<file path="src/hw/aehsf_pkg.sv">
// constants shared by the mailbox status flag block
// assumes host and firmware ports both address the block with 3-bit byte offsets
package aehsf_pkg;
   // register offsets, same on host and firmware ports
   localparam logic [2:0] AEHSF_OFS_DATA0   = 3'h0;
   localparam logic [2:0] AEHSF_OFS_DATA3   = 3'h3;
   localparam logic [2:0] AEHSF_OFS_STATUS  = 3'h4;
   localparam logic [2:0] AEHSF_OFS_BYTECTL = 3'h5;
   // status byte field positions
   localparam int AEHSF_BIT_OBF   = 0;
   localparam int AEHSF_BIT_IBF   = 1;
   localparam int AEHSF_BIT_UD2   = 2;
   localparam int AEHSF_BIT_CMD   = 3;
   localparam int AEHSF_BIT_BURST = 4;
   localparam int AEHSF_BIT_SCI   = 5;
   localparam int AEHSF_BIT_SMI   = 6;
   localparam int AEHSF_BIT_UD7   = 7;
   // byte control field position
   localparam int AEHSF_BIT_FOURBYTE = 0;
   // bits firmware may write in the status byte: 7, 6, 5, 4 and 2
   localparam logic [7:0] AEHSF_FW_WR_MASK = 8'hF4;
   localparam logic [7:0] AEHSF_STATUS_RST = 8'h00;
   localparam logic [7:0] AEHSF_BYTE_RST   = 8'h00;
   localparam logic [7:0] AEHSF_ZERO_BYTE  = 8'h00;
   localparam int         AEHSF_NUM_BYTES  = 4;
endpackage : aehsf_pkg

</file>
<file path="src/hw/aehsf_mailbox.sv">
// mailbox status flags: host view and firmware view of one status byte,
// plus the data bytes whose accesses move the handshake flags, and the byte control that picks the last byte
// assumes one access per port per cycle, strobes one cycle wide, synchronous to clk_sys
`timescale 1ns/10ps
module aehsf_mailbox
   import aehsf_pkg::*;
#(
   parameter int NUM_BYTES = AEHSF_NUM_BYTES
)
(
   // clock and reset
   input  wire logic       clk_sys,
   input  wire logic       rst_n,
   // host register port
   input  wire logic [2:0] hostAddr,
   input  wire logic       hostWrEn,
   input  wire logic       hostRdEn,
   input  wire logic [7:0] hostWrData,
   output logic      [7:0] hostRdData_r,
   // firmware register port
   input  wire logic [2:0] fwAddr,
   input  wire logic       fwWrEn,
   input  wire logic       fwRdEn,
   input  wire logic [7:0] fwWrData,
   output logic      [7:0] fwRdData_r,
   // live status byte
   output logic      [7:0] statusByte_r
);
   import aehsf_pkg::*;

   // the two-bit byte index below only serves four data bytes
   if (NUM_BYTES != AEHSF_NUM_BYTES) begin : g_bad_num_bytes
      $error("aehsf_mailbox: only four data bytes are supported");
   end

   // the byte that completes a transfer depends on the access width mode
   function automatic logic isLastByte(input logic [2:0] addr, input logic fourByte);
      isLastByte = (addr == (fourByte ? AEHSF_OFS_DATA3 : AEHSF_OFS_DATA0));
   endfunction : isLastByte

   function automatic logic isData(input logic [2:0] addr);
      isData = (addr <= AEHSF_OFS_DATA3);
   endfunction : isData

   // host writes to bytes 1 to 3 are dropped and host reads of them return zero in single-byte mode
   function automatic logic isLiveByte(input logic [2:0] addr, input logic fourByte);
      isLiveByte = fourByte || (addr == AEHSF_OFS_DATA0);
   endfunction : isLiveByte

   function automatic logic isStatus(input logic [2:0] addr);
      isStatus = (addr == AEHSF_OFS_STATUS);
   endfunction : isStatus

   function automatic logic isByteCtl(input logic [2:0] addr);
      isByteCtl = (addr == AEHSF_OFS_BYTECTL);
   endfunction : isByteCtl

   logic [7:0] os2ec_r [NUM_BYTES];
   logic [7:0] os2ec_nxt [NUM_BYTES];
   logic [7:0] ec2os_r [NUM_BYTES];
   logic [7:0] ec2os_nxt [NUM_BYTES];
   logic       fourByte_r;
   logic       fourByte_nxt;
   logic [7:0] hostRdData_nxt;
   logic [7:0] fwRdData_nxt;

   // decoded accesses and the flag events they raise
   logic       hostCmdWr;
   logic       hostDataWr;
   logic       hostDataRd;
   logic       fwDataWr;
   logic       fwDataRd;
   logic       fwStatusWr;
   logic       cmdSet;
   logic       cmdClr;
   logic       ibfSet;
   logic       ibfClr;
   logic       obfSet;
   logic       obfClr;
   logic       cmdFlag;

   assign hostCmdWr  = hostWrEn && isStatus(hostAddr);
   assign hostDataWr = hostWrEn && isData(hostAddr);
   assign hostDataRd = hostRdEn && isData(hostAddr);
   assign fwDataWr   = fwWrEn && isData(fwAddr);
   assign fwDataRd   = fwRdEn && isData(fwAddr);
   assign fwStatusWr = fwWrEn && isStatus(fwAddr);
   assign cmdFlag    = statusByte_r[AEHSF_BIT_CMD];

   // handshake events
   // a set and a clear may meet in one cycle; the flag register lets the set win
   always_comb begin
      cmdSet = hostCmdWr;
      // any of the four data bytes clears it, whatever the width mode
      cmdClr = hostDataWr;
      ibfSet = hostCmdWr || (hostDataWr && isLastByte(hostAddr, fourByte_r));
      // with a command pending only byte 0 matters, width mode ignored
      if (cmdFlag) begin
         ibfClr = fwDataRd && (fwAddr == AEHSF_OFS_DATA0);
      end else begin
         ibfClr = fwDataRd && isLastByte(fwAddr, fourByte_r);
      end
      obfSet = fwDataWr && isLastByte(fwAddr, fourByte_r);
      obfClr = hostDataRd && isLastByte(hostAddr, fourByte_r);
   end

   // firmware writes reach only the soft bits; the handshake bits stay with hardware
   aehsf_status_reg u_status (
      .clk_sys  (clk_sys),
      .rst_n    (rst_n),
      .fwWr     (fwStatusWr),
      .fwData   (fwWrData),
      .cmdSet   (cmdSet),
      .cmdClr   (cmdClr),
      .ibfSet   (ibfSet),
      .ibfClr   (ibfClr),
      .obfSet   (obfSet),
      .obfClr   (obfClr),
      .status_r (statusByte_r)
   );

   // data bytes
   always_comb begin
      for (int i = 0; i < NUM_BYTES; i++) begin
         os2ec_nxt[i] = os2ec_r[i];
         ec2os_nxt[i] = ec2os_r[i];
      end
      // a command lands in byte 0 of the inbound data
      if (hostCmdWr) begin
         os2ec_nxt[AEHSF_OFS_DATA0[1:0]] = hostWrData;
      end
      // upper bytes are dropped in single-byte mode
      if (hostDataWr && isLiveByte(hostAddr, fourByte_r)) begin
         os2ec_nxt[hostAddr[1:0]] = hostWrData;
      end
      // firmware fills all four outbound bytes in either mode
      if (fwDataWr) begin
         ec2os_nxt[fwAddr[1:0]] = fwWrData;
      end
   end

   // byte mode belongs to firmware; the host can only read it
   always_comb begin
      fourByte_nxt = fourByte_r;
      if (fwWrEn && isByteCtl(fwAddr)) begin
         fourByte_nxt = fwWrData[AEHSF_BIT_FOURBYTE];
      end
   end

   // registered read answers
   always_comb begin
      hostRdData_nxt = hostRdData_r;
      fwRdData_nxt   = fwRdData_r;
      if (hostRdEn) begin
         // reserved offsets and unregistered bytes read as zero
         hostRdData_nxt = AEHSF_ZERO_BYTE;
         if (isData(hostAddr)) begin
            if (isLiveByte(hostAddr, fourByte_r)) begin
               hostRdData_nxt = ec2os_r[hostAddr[1:0]];
            end
         end else if (isStatus(hostAddr)) begin
            // host gets a read-only view of the firmware's status byte
            hostRdData_nxt = statusByte_r;
         end else if (isByteCtl(hostAddr)) begin
            hostRdData_nxt[AEHSF_BIT_FOURBYTE] = fourByte_r;
         end
      end
      if (fwRdEn) begin
         fwRdData_nxt = AEHSF_ZERO_BYTE;
         if (isData(fwAddr)) begin
            fwRdData_nxt = os2ec_r[fwAddr[1:0]];
         end else if (isStatus(fwAddr)) begin
            // includes the command flag so firmware can spot a command start
            fwRdData_nxt = statusByte_r;
         end else if (isByteCtl(fwAddr)) begin
            fwRdData_nxt[AEHSF_BIT_FOURBYTE] = fourByte_r;
         end
      end
   end

   // one register pair per data byte
   for (genvar g = 0; g < NUM_BYTES; g++) begin : g_byte
      always_ff @(posedge clk_sys) begin
         if (!rst_n) begin
            os2ec_r[g] <= AEHSF_BYTE_RST;
            ec2os_r[g] <= AEHSF_BYTE_RST;
         end else begin
            os2ec_r[g] <= os2ec_nxt[g];
            ec2os_r[g] <= ec2os_nxt[g];
         end
      end
   end

   always_ff @(posedge clk_sys) begin
      if (!rst_n) begin
         fourByte_r <= AEHSF_BYTE_RST[AEHSF_BIT_FOURBYTE];
      end else begin
         fourByte_r <= fourByte_nxt;
      end
   end

   // read answers hold until the next read on their own port
   always_ff @(posedge clk_sys) begin
      if (!rst_n) begin
         hostRdData_r <= AEHSF_ZERO_BYTE;
         fwRdData_r   <= AEHSF_ZERO_BYTE;
      end else begin
         hostRdData_r <= hostRdData_nxt;
         fwRdData_r   <= fwRdData_nxt;
      end
   end
endmodule : aehsf_mailbox

</file>
<file path="src/hw/aehsf_status_reg.sv">
// status byte storage: firmware flags plus hardware handshake flags
// assumes all event strobes are single-cycle and synchronous to clk_sys
`timescale 1ns/10ps
module aehsf_status_reg
   import aehsf_pkg::*;
(
   // clock and reset
   input  wire logic       clk_sys,
   input  wire logic       rst_n,
   // firmware write of the status byte
   input  wire logic       fwWr,
   input  wire logic [7:0] fwData,
   // hardware events
   input  wire logic       cmdSet,
   input  wire logic       cmdClr,
   input  wire logic       ibfSet,
   input  wire logic       ibfClr,
   input  wire logic       obfSet,
   input  wire logic       obfClr,
   // stored byte
   output logic      [7:0] status_r
);
   import aehsf_pkg::*;

   logic [7:0] status_nxt;

   always_comb begin
      status_nxt = status_r;
      // smi, sci, burst and user bits are plain storage with no side effect
      if (fwWr) begin
         status_nxt = (status_r & ~AEHSF_FW_WR_MASK) | (fwData & AEHSF_FW_WR_MASK);
      end
      // set beats clear so a host write landing with a clear is never lost
      if (cmdClr) begin
         status_nxt[AEHSF_BIT_CMD] = 1'b0;
      end
      if (cmdSet) begin
         status_nxt[AEHSF_BIT_CMD] = 1'b1;
      end
      if (ibfClr) begin
         status_nxt[AEHSF_BIT_IBF] = 1'b0;
      end
      if (ibfSet) begin
         status_nxt[AEHSF_BIT_IBF] = 1'b1;
      end
      if (obfClr) begin
         status_nxt[AEHSF_BIT_OBF] = 1'b0;
      end
      if (obfSet) begin
         status_nxt[AEHSF_BIT_OBF] = 1'b1;
      end
   end

   always_ff @(posedge clk_sys) begin
      if (!rst_n) begin
         status_r <= AEHSF_STATUS_RST;
      end else begin
         status_r <= status_nxt;
      end
   end
endmodule : aehsf_status_reg

</file>
<file path="config.mk">
export PLATFORM = sky130hd
export DESIGN_NAME = aehsf_mailbox
export DESIGN_NICKNAME = d
export VERILOG_FILES = /design/src/hw/aehsf_pkg.sv /design/src/hw/aehsf_mailbox.sv /design/src/hw/aehsf_status_reg.sv
export SDC_FILE = /design/constraint.sdc
export NUM_CORES = 1
export LEC_CHECK = 0
export ABC_AREA = 1
export BUFFER_PORTS_ARGS = -buffer_cell sky130_fd_sc_hd__buf_2
export CAP_MARGIN = 30
export CORE_ASPECT_RATIO = 0.6
export CORE_MARGIN = 1
export CORE_UTILIZATION = 57
export CTS_CLUSTER_DIAMETER = 100
export DETAILED_ROUTE_END_ITERATION = 8
export GPL_ROUTABILITY_DRIVEN = 0
export PLACE_DENSITY = 0.85
export SETUP_SLACK_MARGIN = 0.05
export SYNTH_ARGS = -nofsm -noshare
export SYNTH_HDL_FRONTEND = slang
export SYNTH_HIERARCHICAL = 1
export SYNTH_SLANG_ARGS = --single-unit
export TNS_END_PERCENT = 30
</file>
<file path="constraint.sdc">
create_clock -name clk_sys -period 1.4 [get_ports clk_sys]
set_input_delay 0.14 -clock clk_sys [delete_from_list [all_inputs] [get_ports clk_sys]]
set_output_delay 0.14 -clock clk_sys [all_outputs]
set_load 0.02 [all_outputs]
</file>
==> qor.txt <==
syn nets = 629
CTS Hold Bufs = 0
post-synthesis sequential area ratio = 44.5%
Hold WC Path Type = primary input to register
DRC errors left = 0
Crit path required time = 1680 ps
ant diodes = 0
crit end category = register
Yosys top cell by area = dfxtp_1
CTS tree = yes
Peak Freq = 783 MHz
final worst path period share = 91.3%
status = finished clean
die width = 110 um
Finished Cell Area = 4720 um2
Slew @ Worst Pin = 423 ps
post-route setup slack = 122 ps
largest net degree at the start of global routing = 51
H-tree depth = 3
Reg clk slew, reported paths = 60 ps
Int Pwr = 4330 uW
vias in the first global route = 3610
FP Rows = 23
CP max-delay cell = dfxtp_1
clk sinks = 89
vias = 4152
routed len/inst = 14.9 um
clk_lat worst skew = 340 ps
cell mode on critical path = nand2_1
Sequential Power Share = 46.7%
pwr dens = 1210 nW/um2
first-pass GRT wire length = 17800 um
Leak = 0.00218 uW
die span in y = 66.9 um
Final Hold Viols = 0
area delta synth->final = 18.0%
final setup fails = 0
yosys warns = 6
Placed Area = 4420 um2
CTS root buffer = clkbuf_16
Std-Cell Core Area = 6730 um2
syn_area_per_cell = 6.66 um2
Clock Tree Buf Depth = 2
Synth cell types = 25
critical path class = register to register
P_sw = 1370 uW
post-CTS setup buffers = 0
Max stage delay on crit path = 380 ps
Worst slew margin = 71.7%
Final Skew = 4.54 ps
# IOs = 52
Final #Nets = 689
Pre-Repair DR Iteration Count = 5
die area = 7370 um2
Syn Std Cell Area = 4000 um2
max-cap check violation count = 0
crit-path max FO = 16
hpwl dp = 7990 um
Tmin final = 1280 ps
Buffers on Ports = 51
Peak supply drop = 972 uV
Sw Ratio = 24.1%
CP bufs+invs = 1
initial drt markers = 540
share of the synthesized area in the top cell type = 44.5%
RSZ-0062 raised after global routing = true
Arr. time, crit path = 1560 ps
CTS buffer count = 9
Startpoint Class = register
Initial Util = 59.5%
Place WS = 40.5 ps
Clock power frac = 43.4%
CP Cell Sequence = inv_2, o21ai_2, nand3_2, nand2_1, nand2_1, nor2_1
total track usage = 33.0%
Post-Syn Instances = 601
via/cell ratio = 5.51
Power Total = 5700 uW
Crit path max-delay family = simple AND/OR/NAND/NOR gates
remaining antenna violation count after routing = 0
final wirelength = 11200 um
GR Overflow Total = 0
fill count = 542
fin. max-slew vios = 0
initial antenna violation count = 0
Post-Route Setup TNS = 0 ps
Synth area leaders = dfxtp_1 45%, nand2_1 13%, nor2_1 11%, o21ai_0 9.8%, inv_1 6.6%
layout cells sized above 1 = 15.5%
Logic pwr share = 9.9%
Seq cells post-synth = 89
area by class of cell:
cell class              count  area, um2  share of cell area, %
clock buffers              14        274                   5.80
well taps                  87        109                   2.30
multi-input cells         412       1810                   38.2
inverters                  79        297                   6.28
clock inverters             2       35.0                  0.742
flip-flops and latches     89       1780                   37.7
repair buffers             70        423                   8.95
worst register-to-register path, stage by stage (launching register included):
cell	delay (ps)
dfxtp_1	380
inv_2	100
o21ai_2	90
nand3_2	310
nand2_1	170
nand2_1	80
nor2_1	90
cell usage in the layout, fill, tap and decap left out, drive strengths merged, types with 2 or more instances in the layout:
master / instances
clkinv: 2
nor2: 118
nand4: 15
buf: 70
dfxtp: 89
clkbuf: 14
nand3: 14
nand2: 144
inv: 78
a21oi: 39
o21ai: 79
cells in the mapped netlist, drive strengths merged:
cell type and instances:
a21oi 39, and2 1, and3 1, buf 13, clkbuf 8, clkinv 1
dfxtp 89, inv 78, nand2 144, nand3 14, nand4 15, nor2 118
o21a 1, o21ai 79
metrics by stage:
step | instances | util, % | hold WS, ps
global route | 753 | 70.2 | 62.4
finish | 753 | 70.2 | 49.7
floorplan | 601 | - | 264
global placement | 737 | 65.6 | 393
CTS | 753 | 70.2 | 44.7
detailed placement | 737 | 65.6 | 401
worst paths after layout:
kind,startpoint,end,slack (ps),depth (start not counted)
setup reg to reg,fourByte_r,os2ec_r[3][4],120,6
hold / removal,hostWrData[6],os2ec_r[3][6],50,3
hold reg to reg,ec2os_r[3][5],ec2os_r[3][5],450,2
setup / recovery,fourByte_r,os2ec_r[3][4],120,6
sequential cells by signal, indices dropped and copies added (netlist names):
signal and cells:
ec2os_r 32, fwRdData_r 8, os2ec_r 32, hostRdData_r 8, fourByte_r 1, u_status/status_r 8
power by group through the flow:
stage	Combinational, uW	Sequential (uW)	Clock (uW)
2_1_floorplan	283	2750	0
3_3_place_gp	528	2720	0
3_5_place_dp	545	2720	0
4_1_cts	552	2660	2500
5_1_grt	623	2670	2600
6_report	564	2670	2470
cells by family (layout without fill, tap and decap cells):
family                 after synthesis  after routing  synth area share, %
and+or+nand+nor                    293            293                 30.0
AOI/OAI and AO/OA                  119            119                 15.1
buffers and inverters              100            165                 10.4
DFF                                 89             89                 44.5
per-layer routing:
metal	global-route usage [%]	vias to the layer above	wire length (um)
met4	6.91	0	133
li1	-	2010	-
met5	0	-	0
met1	46.9	1883	5150
met3	9.30	19	1240
met2	49.2	240	4700
timing repair:
| item | 4_1_cts | 5_1_grt |
|---|---|---|
| hold endpoints to repair | 0 | 0 |
| endpoints found under the setup margin | 0 | 17 |
| resized for setup | 0 | 1 |
(Power assumes the default switching activity.)
